`src/logic/seq_pkg.sv`:
```
// Package: shared types, register map and timing constants of the start-up sequencer
package seq_pkg;
  // Clock and timing
  localparam int CLK_HZ = 20000000;
  localparam int STEP_TIME_US = 100;            // Ramp step 0.1ms
  localparam int MIN_RISE_US = 250;             // Soft-start disabled below 0.250ms
  localparam int UV_FILTER_US = 70;             // Deglitch filter 70us
  localparam int UV_FILTER_CYC = (UV_FILTER_US * (CLK_HZ / 1000000) > 0) ?
    UV_FILTER_US * (CLK_HZ / 1000000) : 1;
  localparam int MIN_RISE_STEPS = (MIN_RISE_US + STEP_TIME_US - 1) / STEP_TIME_US;
  localparam int TB_TOL_PCT = 10;               // Timebase tolerance, informative only

  // Register byte offsets
  localparam logic [7:0] ADDR_CTRL = 8'h00;
  localparam logic [7:0] ADDR_DELAY = 8'h04;
  localparam logic [7:0] ADDR_RISE = 8'h08;
  localparam logic [7:0] ADDR_SETPT = 8'h0C;
  localparam logic [7:0] ADDR_STATUS = 8'h10;
  localparam logic [7:0] ADDR_TARGET = 8'h14;

  // Control field positions
  localparam int CTRL_ENABLE_BIT = 0;
  localparam int CTRL_PINUV_BIT = 1;
  localparam int CTRL_DEGLITCH_BIT = 2;
  localparam logic [31:0] CTRL_RESET = 32'h0000_0001;
  localparam logic [31:0] DELAY_RESET = 32'h0000_0000;
  localparam logic [31:0] RISE_RESET = 32'h0000_0000;
  localparam logic [31:0] SETPT_RESET = 32'h0000_0000;

  // Sequencer states
  typedef enum logic [2:0] {
    ST_INIT = 3'b000,
    ST_WAIT_RUN = 3'b001,
    ST_DELAY = 3'b010,
    ST_RAMP = 3'b011,
    ST_DONE = 3'b100
  } seq_state_t;

  // Configuration passed to the sequencer
  typedef struct packed {
    logic enable;
    logic pinUvMode;
    logic deglitchSel;
    logic [15:0] delayTicks;
    logic [15:0] riseSteps;
    logic [15:0] setpoint;
  } seq_cfg_t;

  // Status returned from the sequencer
  typedef struct packed {
    seq_state_t state;
    logic runHold;
    logic dcmForce;
    logic rampDone;
    logic uvPinRelease;
    logic [15:0] target;
  } seq_stat_t;
endpackage

```
`src/logic/pin_sync.sv`:
```
// Two flip-flop synchroniser for a level arriving from outside the clock domain
`timescale 1ns/1ns
`default_nettype none
module pin_sync (
  // Clock and reset
  input wire logic clk,
  input wire logic rst_b,
  // Level in and out
  input wire logic pinIn,
  output logic pinOut
);
  // State: first stage read only by the second
  typedef struct packed {
    logic stage1;
    logic stage2;
  } sync_t;
  sync_t st;
  sync_t next_st;

  // Shift the level through both stages
  always_comb begin
    next_st.stage1 = pinIn;
    next_st.stage2 = st.stage1;
  end

  // Register the stages
  always_ff @(posedge clk or negedge rst_b) begin
    if (!rst_b) begin
      st <= '0;
    end else begin
      st <= next_st;
    end
  end

  assign pinOut = st.stage2;
endmodule
`default_nettype wire

```
`src/logic/startup_sequencer.sv`:
```
// Start-up sequencer: run line hold, turn-on delay, soft-start ramp, UV pin
// Notes on behaviour
// Hold run low until init and input good
// Shared run line released only when all ready
// Count turn-on delay after run release
// Time all delays from shared timebase clock; the UV deglitch filter counts clk cycles instead
// Step target from zero up to setpoint
// Rise below quarter millisecond skips the ramp
// Steps equal rise time over 0.1ms
// Force discontinuous mode throughout the ramp
// Pin may release above undervoltage limit
// Config bit selects deglitched over raw compare
// Deglitched compare passes a 70us filter
// Software keeps rise times under 100ms
// Phases get identical timing parameters
// System may chain run to other's pin
// Flag ramp done once target equals setpoint
`timescale 1ns/1ns
`default_nettype none
module startup_sequencer
#(
  parameter int UV_FILTER = seq_pkg::UV_FILTER_CYC
) (
  // Clock and reset
  input wire logic clk,
  input wire logic rst_b,
  // Wishbone slave
  input wire logic wbCyc,
  input wire logic wbStb,
  input wire logic wbWe,
  input wire logic [7:0] wbAdr,
  input wire logic [3:0] wbSel,
  input wire logic [31:0] wbDatIn,
  output logic [31:0] wbDatOut,
  output logic wbAck,
  // Device status inputs
  input wire logic initDone,
  input wire logic inputAboveOn,
  input wire logic outputAboveUv,
  // Shared run line, open drain
  input wire logic runIn,
  output logic runOut,
  output logic runOe_b,
  // Shared timebase clock, sampled
  input wire logic timebaseClk,
  // General purpose pin, open drain
  output logic gpioOut,
  output logic gpioOe_b,
  // Modulator control
  output logic dcmForce,
  output logic [15:0] voltTarget,
  output logic rampDone
);
  import seq_pkg::*;

  ////////////////////////////////////////////////////////////////////////////
  // Input synchronisers
  logic runSync;      // Run line level
  logic tbSync;       // Timebase level
  logic uvRawSync;    // Output above UV limit, raw
  logic initSync;     // Initialization finished
  logic vinSync;      // Input above turn-on threshold
  logic uvFilt;       // Deglitched UV compare

  pin_sync u_run (.clk(clk), .rst_b(rst_b), .pinIn(runIn), .pinOut(runSync));
  pin_sync u_tb (.clk(clk), .rst_b(rst_b), .pinIn(timebaseClk), .pinOut(tbSync));
  pin_sync u_uv (.clk(clk), .rst_b(rst_b), .pinIn(outputAboveUv), .pinOut(uvRawSync));
  pin_sync u_ini (.clk(clk), .rst_b(rst_b), .pinIn(initDone), .pinOut(initSync));
  pin_sync u_vin (.clk(clk), .rst_b(rst_b), .pinIn(inputAboveOn), .pinOut(vinSync));

  // Filter the synchronised compare for the deglitched pin release mode; the raw mode bypasses it
  uv_deglitch #(.FILTER_CYC(UV_FILTER)) u_flt (
    .clk(clk), .rst_b(rst_b), .rawIn(uvRawSync), .filtOut(uvFilt));

  ////////////////////////////////////////////////////////////////////////////
  // State
  typedef struct packed {
    seq_state_t state;
    seq_cfg_t cfg;
    logic tbPrev;              // Previous timebase level for edge detect
    logic [15:0] tickCnt;      // Timebase ticks counted in the current phase
    logic [15:0] stepIdx;      // Ramp step number
    logic [15:0] target;       // Digital voltage target
    logic runHold;             // Drive run low
    logic dcm;                 // Discontinuous mode forced
    logic done;                // Ramp complete
    logic gpioRel;             // Pin released
    logic [31:0] rdata;
    logic ack;
  } top_t;
  top_t st;
  top_t next_st;

  // Target for a step: setpoint * idx / steps, avoids accumulating error
  function automatic logic [15:0] stepTarget(input logic [15:0] sp,
                                             input logic [15:0] idx,
                                             input logic [15:0] steps);
    logic [31:0] prod;
    prod = 32'(sp) * 32'(idx);
    if (steps == 16'h0000) begin
      stepTarget = sp;
    end else begin
      stepTarget = 16'(prod / 32'(steps));
    end
  endfunction

  // Register read mux
  function automatic logic [31:0] readReg(input top_t s, input logic [7:0] adr);
    case (adr)
      ADDR_CTRL: readReg = {29'h0, s.cfg.deglitchSel, s.cfg.pinUvMode, s.cfg.enable};
      ADDR_DELAY: readReg = {16'h0, s.cfg.delayTicks};
      ADDR_RISE: readReg = {16'h0, s.cfg.riseSteps};
      ADDR_SETPT: readReg = {16'h0, s.cfg.setpoint};
      ADDR_STATUS: readReg = {25'h0, s.gpioRel, s.done, s.dcm, s.runHold, s.state};
      ADDR_TARGET: readReg = {16'h0, s.target};
      default: readReg = 32'h0000_0000;
    endcase
  endfunction

  logic tbTick;  // One-cycle enable at each rising timebase edge
  assign tbTick = tbSync && !st.tbPrev;

  ////////////////////////////////////////////////////////////////////////////
  // Next-state logic
  always_comb begin
    next_st = st;
    next_st.tbPrev = tbSync;
    next_st.ack = 1'b0;

    // Bus slave: one-cycle ack, unmapped reads give zero
    if (wbCyc && wbStb && !st.ack) begin
      next_st.ack = 1'b1;
      next_st.rdata = readReg(st, wbAdr);
      if (wbWe && wbSel[0]) begin
        case (wbAdr)
          ADDR_CTRL: begin
            next_st.cfg.enable = wbDatIn[CTRL_ENABLE_BIT];
            next_st.cfg.pinUvMode = wbDatIn[CTRL_PINUV_BIT];
            next_st.cfg.deglitchSel = wbDatIn[CTRL_DEGLITCH_BIT];
          end
          ADDR_DELAY: next_st.cfg.delayTicks[7:0] = wbDatIn[7:0];
          ADDR_RISE: next_st.cfg.riseSteps[7:0] = wbDatIn[7:0];
          ADDR_SETPT: next_st.cfg.setpoint[7:0] = wbDatIn[7:0];
          default: begin
          end
        endcase
      end
      if (wbWe && wbSel[1]) begin
        case (wbAdr)
          ADDR_DELAY: next_st.cfg.delayTicks[15:8] = wbDatIn[15:8];
          ADDR_RISE: next_st.cfg.riseSteps[15:8] = wbDatIn[15:8];
          ADDR_SETPT: next_st.cfg.setpoint[15:8] = wbDatIn[15:8];
          default: begin
          end
        endcase
      end
    end

    // Sequencer
    case (st.state)
      ST_INIT: begin
        next_st.runHold = 1'b1;
        next_st.target = '0;
        next_st.dcm = 1'b0;
        next_st.done = 1'b0;
        if (initSync && vinSync && st.cfg.enable) begin
          next_st.runHold = 1'b0;
          next_st.state = ST_WAIT_RUN;
        end
      end
      ST_WAIT_RUN: begin
        // Others may still hold the line; start only when it reads high
        if (!(initSync && vinSync && st.cfg.enable)) begin
          next_st.runHold = 1'b1;
          next_st.state = ST_INIT;
        end else if (runSync) begin
          next_st.tickCnt = '0;
          next_st.state = ST_DELAY;
        end
      end
      ST_DELAY: begin
        if (!runSync) begin
          next_st.state = ST_WAIT_RUN;
        end else if (st.tickCnt >= st.cfg.delayTicks) begin
          next_st.tickCnt = '0;
          next_st.stepIdx = '0;
          if (st.cfg.riseSteps < 16'(MIN_RISE_STEPS)) begin
            next_st.target = st.cfg.setpoint;
            next_st.done = 1'b1;
            next_st.state = ST_DONE;
          end else begin
            next_st.target = '0;
            next_st.dcm = 1'b1;
            next_st.state = ST_RAMP;
          end
        end else if (tbTick) begin
          next_st.tickCnt = st.tickCnt + 16'h0001;
        end
      end
      ST_RAMP: begin
        if (!runSync) begin
          next_st.dcm = 1'b0;
          next_st.state = ST_WAIT_RUN;
        end else if (tbTick) begin
          // One timebase tick is one 0.1ms step
          next_st.stepIdx = st.stepIdx + 16'h0001;
          next_st.target = stepTarget(st.cfg.setpoint, st.stepIdx + 16'h0001,
                                      st.cfg.riseSteps);
          if (st.stepIdx + 16'h0001 >= st.cfg.riseSteps) begin
            next_st.target = st.cfg.setpoint;
            next_st.dcm = 1'b0;
            next_st.done = 1'b1;
            next_st.state = ST_DONE;
          end
        end
      end
      ST_DONE: begin
        if (!runSync) begin
          next_st.done = 1'b0;
          next_st.target = '0;
          next_st.state = ST_WAIT_RUN;
        end
      end
      default: next_st.state = ST_INIT;
    endcase

    // Losing readiness in any later state pulls the line low again
    if (!(initSync && vinSync && st.cfg.enable) && st.state != ST_INIT) begin
      next_st.runHold = 1'b1;
      next_st.dcm = 1'b0;
      next_st.done = 1'b0;
      next_st.target = '0;
      next_st.state = ST_INIT;
    end

    // Pin release above UV limit, raw or deglitched compare
    next_st.gpioRel = st.cfg.pinUvMode &&
                      (st.cfg.deglitchSel ? uvFilt : uvRawSync);
  end

  // Register all state
  always_ff @(posedge clk or negedge rst_b) begin
    if (!rst_b) begin
      st <= '0;
      st.state <= ST_INIT;
      st.runHold <= 1'b1;
      st.cfg.enable <= CTRL_RESET[CTRL_ENABLE_BIT];
      st.cfg.delayTicks <= DELAY_RESET[15:0];
      st.cfg.riseSteps <= RISE_RESET[15:0];
      st.cfg.setpoint <= SETPT_RESET[15:0];
    end else begin
      st <= next_st;
    end
  end

  ////////////////////////////////////////////////////////////////////////////
  // Outputs from flip-flops; run and pin drive levels tied low
  assign wbDatOut = st.rdata;
  assign wbAck = st.ack;
  assign runOut = 1'b0;
  assign runOe_b = !st.runHold;
  assign gpioOut = 1'b0;
  assign gpioOe_b = st.gpioRel;
  assign dcmForce = st.dcm;
  assign voltTarget = st.target;
  assign rampDone = st.done;
endmodule
`default_nettype wire

```
`src/logic/uv_deglitch.sv`:
```
// Deglitch filter: output follows input only after it has held steady
`timescale 1ns/1ns
`default_nettype none
module uv_deglitch #(
  parameter int FILTER_CYC = seq_pkg::UV_FILTER_CYC
) (
  // Clock and reset
  input wire logic clk,
  input wire logic rst_b,
  // Raw and filtered levels
  input wire logic rawIn,
  output logic filtOut
);
  // State: stable count and accepted level
  typedef struct packed {
    logic [15:0] count;
    logic level;
  } flt_t;
  flt_t st;
  flt_t next_st;

  // Restart count on every change; accept after a full quiet period
  always_comb begin
    next_st = st;
    if (rawIn == st.level) begin
      next_st.count = '0;
    end else if (st.count >= 16'(FILTER_CYC - 1)) begin
      next_st.level = rawIn;
      next_st.count = '0;
    end else begin
      next_st.count = st.count + 16'h0001;
    end
  end

  // Register the state
  always_ff @(posedge clk or negedge rst_b) begin
    if (!rst_b) begin
      st <= '0;
    end else begin
      st <= next_st;
    end
  end

  assign filtOut = st.level;
endmodule
`default_nettype wire

```
`config.mk`:
```
export PLATFORM = sky130hd
export DESIGN_NAME = startup_sequencer
export DESIGN_NICKNAME = d
export VERILOG_FILES = /design/src/logic/seq_pkg.sv /design/src/logic/pin_sync.sv /design/src/logic/startup_sequencer.sv /design/src/logic/uv_deglitch.sv
export SDC_FILE = /design/constraint.sdc
export NUM_CORES = 2
export LEC_CHECK = 0
export BUFFER_PORTS_ARGS = -buffer_cell sky130_fd_sc_hd__buf_2
export CELL_PAD_IN_SITES_DETAIL_PLACEMENT = 0
export CELL_PAD_IN_SITES_GLOBAL_PLACEMENT = 1
export CORE_ASPECT_RATIO = 0.6
export CORE_MARGIN = 1.5
export CORE_UTILIZATION = 50
export CTS_CLUSTER_DIAMETER = 40
export DETAILED_ROUTE_END_ITERATION = 10
export GPL_ROUTABILITY_DRIVEN = 1
export MAX_ROUTING_LAYER = met4
export PLACE_DENSITY = 0.95
export SETUP_SLACK_MARGIN = 0.3
export SYNTH_ARGS = -nofsm -noshare
export SYNTH_HDL_FRONTEND = slang
export SYNTH_SLANG_ARGS = --single-unit
export TNS_END_PERCENT = 10
```
`constraint.sdc`:
```
create_clock -name clk -period 123.8 [get_ports clk]
set_clock_uncertainty 0.1 [all_clocks]
set_input_delay 24.76 -clock clk [delete_from_list [all_inputs] [get_ports clk]]
set_output_delay 24.76 -clock clk [all_outputs]
set_load 0.05 [all_outputs]
```
# After elaboration in Yosys (flattened, before gate mapping)
# Index checks and enable logic that the tools add are counted.
[word_totals] ff_bits=151 latchBits=0 ram_bits=0 mem_bits_ro=0 in_bits=54 output_inout_bits=55 elab_cells=157 n_memories=0
[classes] addsub=3 mul=1 div_mod_pow=1 n_lt_le_gt_ge=4 eq_ne=31 n_shift=0 n_mux=47 bitwise=1 n_reduce_logical=37
[ops] op="16-bit two-way mux" n=10
[ops] op="32-bit two-way mux" n=3
[ops] op="16-bit case mux with 6 select lines" n=1
[ops] op="16-bit case mux with 2 select lines" n=2
[ops] op="16-bit case mux with 4 select lines" n=1
[ops] op="16-bit by 1-bit adder with 16-bit output (second input constant)" n=3
[ops] op="48-bit two-way mux" n=1
[ops] op="3-bit two-way mux" n=11
[ops] op="32-bit by 16-bit divider with 32-bit output" n=1
[ops] op="16-bit greater-or-equal comparator" n=2
[ops] op="16-bit by 16-bit multiplier with 32-bit output" n=1
[ops] op="3-bit inequality test (second input constant)" n=9
[ops] op="3-bit AND reduction" n=7
[ops] op="19-bit two-way mux" n=1
[ops] op="6-bit AND reduction" n=3
[ops] op="8-bit by 4-bit == test with 1-bit output (second input constant)" n=2
[ops] op="8-bit by 5-bit == test with 1-bit output (second input constant)" n=2
[ops] op="16-bit by 11-bit greater-or-equal comparator with 1-bit output (second input constant)" n=1
[ops] op="16-bit logical NOT" n=1
[ops] op="16-bit by 2-bit < comparator with 1-bit output (second input constant)" n=1
[ops] op="3-bit case mux with 5 select lines" n=1
[ops] op="4-bit inequality test (second input constant)" n=3
[ops] op="5-bit AND reduction" n=2
[ops] op="1-bit logical AND" n=9
[ops] op="24 further kinds" n=47

# Longest topological paths before layout
[depth] word_depth=9 depth_mapped=510 mapped_depth_nobuf=476

# By module
# A second synthesis with hierarchy kept.
[hier_totals] hier_cells=5047 area_unflattened_um2=39300.2
[by_module_without_submodules] module="startup_sequencer" n_inst=1 cells_per_inst=4974 area_each_um2=38289.2 seq_area_each_um2=3105.5
[by_module_without_submodules] module="uv_deglitch" n_inst=1 cells_per_inst=63 area_each_um2=760.7 seq_area_each_um2=425.4
[by_module_without_submodules] module="pin_sync" n_inst=5 cells_per_inst=2 area_each_um2=50.0 seq_area_each_um2=50.0

# Worst setup path before layout
# No wires, ideal clock.
[synth_path] kind="register -> register" startpoint="register st[53] (netlist name)" endpoint="register st, in the netlist voltTarget[0]" setup_time_ps=127 arrival_ps=98259 t_required_ps=123573 setup_slack_ps=25313 stages_incl_launch_ff=490 n_path_buf=46 period_less_slack_ps=98487 path_cell_list="dfrtp_1 -> clkbuf_1 -> and3_1 -> nand3_1 -> nor2_1 -> and3_1 -> and3_1 -> and3_1 -> and3_1 -> xnor2_1 -> inv_1 -> clkbuf_1 -> and2_1 -> fa_1 -> fa_1 -> fa_1 -> fa_1 -> fa_1 -> (+454 left out) -> nand2b_1 -> a21oi_1 -> nor2b_1 -> o21ai_0 -> nand2b_1 -> a21oi_1 -> nor2b_1 -> o21ai_0 -> nand2b_1 -> a21oi_1 -> nor2b_1 -> o21ai_0 -> and3b_1 -> o2111ai_1 -> nor3b_1 -> o2111ai_1 -> a2111oi_2 -> o21ai_1"
[synth_via] elab_chain_cells=9 elab_cells_between_ends=10
[synth_lines] item="start: declaration" line="startup_sequencer.sv:91" source="top_t st;"
[synth_lines] item="start signal: assignment" line="startup_sequencer.sv:252" source="st <= next_st;"
[synth_lines] item="16-bit by 1-bit adder with 16-bit output (*)" line="startup_sequencer.sv:207, startup_sequencer.sv:209"
[synth_lines] item="16-bit by 16-bit multiplier with 32-bit output" line="startup_sequencer.sv:99" source="prod = 32'(sp) * 32'(idx);"
[synth_lines] item="32-bit by 16-bit divider with 32-bit output" line="startup_sequencer.sv:103" source="stepTarget = 16'(prod / 32'(steps));"
[synth_lines] item="16-bit two-way mux" line="startup_sequencer.sv:100" source="if (steps == 16'h0000) begin"
[synth_lines] item="16-bit two-way mux (*)" line="startup_sequencer.sv:209" source="if (st.stepIdx + 16'h0001 >= st.cfg.riseSteps) begin"
[synth_lines] item="32-bit two-way mux (*)" line="startup_sequencer.sv:204" source="end else if (tbTick) begin"
[synth_lines] item="32-bit two-way mux (*)" line="startup_sequencer.sv:201" source="if (!runSync) begin"
[synth_lines] item="16-bit case mux with 4 select lines (*)" line="startup_sequencer.sv:160" source="case (st.state)"
[synth_lines] item="19-bit two-way mux (*)" line="startup_sequencer.sv:228" source="if (!(initSync && vinSync && st.cfg.enable) && st.state != ST_INIT) begin"
# Every way passes the cells marked *; elsewhere a longest branch is shown, timed or not. The select of a mux whose other input is x is not followed.
# A chain may end at the register's enable or synchronous reset.

# Worst setup path after layout
# Same ends and word-level chain as after synthesis.

==> results.rst <==
.. list-table::
   :header-rows: 1

   * - Metric
     - Value
   * - Post-detailed-route wirelength per cell
     - slightly above 20 microns
   * - Maximum clock insertion buffer count
     - 2
   * - Cts hold-fix bufs
     - 0
   * - Number of clock buffers inserted by TritonCTS
     - 17
   * - Cell with the most instances after synthesis
     - nand2_1
   * - Synthesized cell area
     - 0.03968 sq mm
   * - Fraction of final layout cells sized beyond drive strength 1
     - 0.08873
   * - Highest cell delay on the worst timing path
     - between 0.9 and 1 ns
   * - Clock-pin slew on the worst setup and hold paths
     - about 0.070 ns
   * - Port bufs
     - 72
   * - Antenna violations before repair
     - 6
   * - Static leakage
     - approximately 20 nW
   * - Reg-to-reg slack, setup
     - around 9 ns
   * - Kind of capture point of the worst setup path
     - register
   * - Total grt overflow
     - 0
   * - Outcome
     - finished, final reports clean
   * - Required time reported for the critical path endpoint
     - roughly 120 ns
   * - Via count of the first global-routing pass
     - 35420
   * - Detailed-route wire length
     - 126600 microns
   * - Top area cells in the synthesized netlist
     - ha_1 17%, fa_1 9.8%, dfrtp_1 9.4%
   * - VDD IR max
     - between 0.007 and 0.008 mV
   * - Number of nets in the finished design
     - 5951
   * - Length in cells of the worst reg-to-reg path
     - approximately 450
   * - Final period utilization
     - 0.9262
   * - Setup slack after placement
     - 12.53 ns
   * - Top-level port count
     - around 110
   * - Post-Synthesis Mean Instance Area
     - 7.683 sq um
   * - Antenna violation net count after detailed routing
     - 0
   * - Overall die area
     - 0.08112 sq mm
   * - Worst slew margin relative to its limit
     - 0.2296
   * - Dominant combinational cell family by area after synthesis
     - adder cells
   * - Setup fix buffers added after clock tree synthesis
     - 0
   * - 1st-pass router iterations
     - 7
   * - Number of resized instances in the post-cts repair step
     - 0
   * - Ys Warns
     - 0
   * - Clk pwr share
     - 0.375
   * - Critical Path Fanout Max
     - 32
   * - Post-detailed-route via-to-cell ratio
     - ~6.3
   * - Global-route wire length before repair
     - about 200000 microns
   * - Max stage delay cell, worst path
     - a2111oi_2
   * - Arr. time, crit path
     - approximately 110 ns
   * - Sink count of the clock tree
     - between 150 and 200
   * - Class of the most critical hold timing path
     - reg2reg
   * - Most frequently used flop master after synthesis
     - dfrtp_1
   * - Die Width
     - ~370 microns
   * - Element type at the critical path start
     - register
   * - Post-synthesis mux area share
     - 0.04783
   * - Fin Setup TNS
     - 0 ns
   * - Starting density of the core
     - 0.5088
   * - Post-synthesis share of cell area spent on xor and xnor gates
     - 0.05407
   * - Number of placement rows
     - between 70 and 80
   * - Hpwl dp
     - ~100000 microns
   * - Proportion of synthesized chip area in sequential cells
     - 0.09528
   * - Net switching power figure
     - a little over 50 uW
   * - Overall fraction of global-route tracks in use
     - 0.3133
   * - Final non-filler cell area
     - roughly 0.042 sq mm
   * - Count of H-tree levels built during CTS
     - 4
   * - Number of standard cells after synthesis
     - around 5200
   * - Transition time of the tightest slew-check pin
     - 1.145 ns
   * - Highest clock rate
     - 0.008721 GHz
   * - Post-route total power
     - 142.7 uW
   * - Top post-synthesis cells by count
     - 541 x nand2_1, 532 x ha_1, 405 x nor2_1
   * - Filler cell count
     - approximately 7400
   * - Maximum number of pins on one net before global-route repair
     - slightly above 80
   * - Layout overhead on the synthesized area
     - 5.420%
   * - Async S/R FF share, synth
     - 1.000
   * - Final Critical Period
     - 114.66 ns
   * - Floorplan core area
     - ~0.078 sq mm
   * - # Max-Cap Violations
     - 0
   * - Flops & latches, synth
     - between 150 and 200
   * - Height of the die
     - 221.2 microns
   * - Fraction of the mapped netlist area in simple logic gates
     - 0.2380
   * - GP Congestion
     - between 0.9 and 1
   * - Later-pin clock latency in the skew report
     - roughly 0.46 ns
   * - First DRT Iteration DRCs
     - approximately 4400
   * - Placement Cell Area
     - between 0.04 and 0.05 sq mm
   * - Hold violation total from the final report
     - 0
   * - Total vias in the final route
     - 39310
   * - Final worst-path setup slack
     - 9.140 ns
   * - Net switching share of the total power
     - 0.3635
   * - Number of synthesized flops with an enable pin
     - 0
   * - PwrDens
     - 3.412 mW/mm^2
   * - Area share of the leading cell type in the synthesized netlist
     - 0.1677
   * - Power Internal
     - slightly above 90 uW
   * - Fraction of the mapped netlist area in adder cells
     - 0.2656
   * - Unrepaired setup endpoints after global routing
     - false
   * - Final Core Density
     - 0.5364
   * - Cell depth of the worst hold path
     - 0
   * - Number of distinct library cells after synthesis
     - ~120
   * - Category of the most critical setup path
     - reg2reg
   * - Compound-gate portion of the synthesized area
     - 0.2409
   * - DRC errors left
     - 0
   * - Sequential share of power
     - 0.359
   * - CTS tree
     - yes
   * - Library cell occupying the most area in the post-synthesis netlist
     - ha_1
   * - Root Driver
     - clkbuf_16
   * - Endpoints failing setup
     - 0
   * - Most common cell type on the critical path
     - o21a_1
   * - Number of pins with negative max-slew slack in the final report
     - 0
   * - Part of the total power dissipated in combinational logic
     - 0.266
-- metrics by stage --
| stage | hold slack, ns | cells |
|---|---|---|
| 2_1_floorplan | 0.2312 | 5218 |
| 3_3_place_gp | 0.2329 | 6205 |
| 3_5_place_dp | 0.2379 | 6205 |
| 4_1_cts | 0.2518 | 6237 |
| 5_1_grt | 0.2644 | 6239 |
| 6_report | 0.2492 | 6239 |
-- cell type report --
cell class,count,area (sq um),area share
Tap cell,1053,1318,0.03149
Sequential cell,151,3781,0.09038
Clock inverter,15,178.9,0.004277
Inverter,332,1246,0.02979
Antenna cell,2,5.005,0.0001196
Clock buffer,17,425.4,0.01017
Timing Repair Buffer,156,997.2,0.02384
Multi-Input combinational cell,4513,33880,0.8099
-- state kept, by name, indices dropped and copies added (netlist names), 16 cells and up --
register    count
voltTarget     16
u_flt.st       16
wbDatOut       16
st             88
-- path summary, 6_finish.rpt --
| kind | start | to |
|---|---|---|
| worst max-delay path | st[53]$_DFFE_PN0P_ | voltTarget[0]$_DFFE_PN0P_ |
| worst min-delay path | u_vin.next_st[0]$_DFF_PN0_ | u_vin.pinOut$_DFF_PN0_ |
| worst max register to register | st[53]$_DFFE_PN0P_ | voltTarget[0]$_DFFE_PN0P_ |
| worst min register to register | u_vin.next_st[0]$_DFF_PN0_ | u_vin.pinOut$_DFF_PN0_ |
| max in group asynchronous | rst_b | st[53]$_DFFE_PN0P_ |
| min in group asynchronous | rst_b | u_flt.st[7]$_DFF_PN0_ |
-- per-layer routing --
layer,wire [microns],vias to the layer above,share of wire,global-route usage
li1,-,18660,-,-
met1,61280,18570,0.48,0.4913
met2,48010,1959,0.38,0.4109
met3,15420,124,0.12,0.05860
met4,1875,0,0.015,0.04805
met5,0,-,0,-
-- cells by family after synthesis --
logic type / count (synthesis)
fa+ha+maj: 726
other cells: 1
buf+inv: 554
xor+xnor: 245
mux: 170
flops: 151
compound gates: 1409
simple gates: 1909
-- power by group through the flow --
| stage | registers [mW] | logic (mW) | clock network, mW |
|---|---|---|---|
| floorplan | 0.0518 | 0.0267 | 0 |
| global placement | 0.0521 | 0.0363 | 0 |
| detailed placement | 0.0522 | 0.0370 | 0 |
| CTS | 0.0512 | 0.0372 | 0.0536 |
| global route | 0.0514 | 0.0414 | 0.0558 |
| finish | 0.0513 | 0.0379 | 0.0535 |
-- layout by cell type (no fill, tap or decap), types with 71 or more instances in the layout --
cell       n
dfrtp_1  149
ha_1     532
a21oi_1  296
mux2_2   118
xor2_1    94
and2_1   179
o21ai_0  255
o31ai_1  124
nand2_1  541
nor3_1   219
o21a_1   209
buf_4     84
a21o_1    88
fa_1     194
nor2_1   405
buf_2     71
xnor2_1  147
nand3_1   93
inv_1    327
-- critical path, delay by kind of cell (launching register included) --
kind,cells,cell delay (ns)
simple gates,107,24.98
xor+xnor,2,0.96
fa+ha+maj,40,14.09
mux,7,1.93
compound gates,281,68.59
buf+inv,17,3.23
flops,1,0.33
No activity file was read; power rests on OpenSTA's default activity.
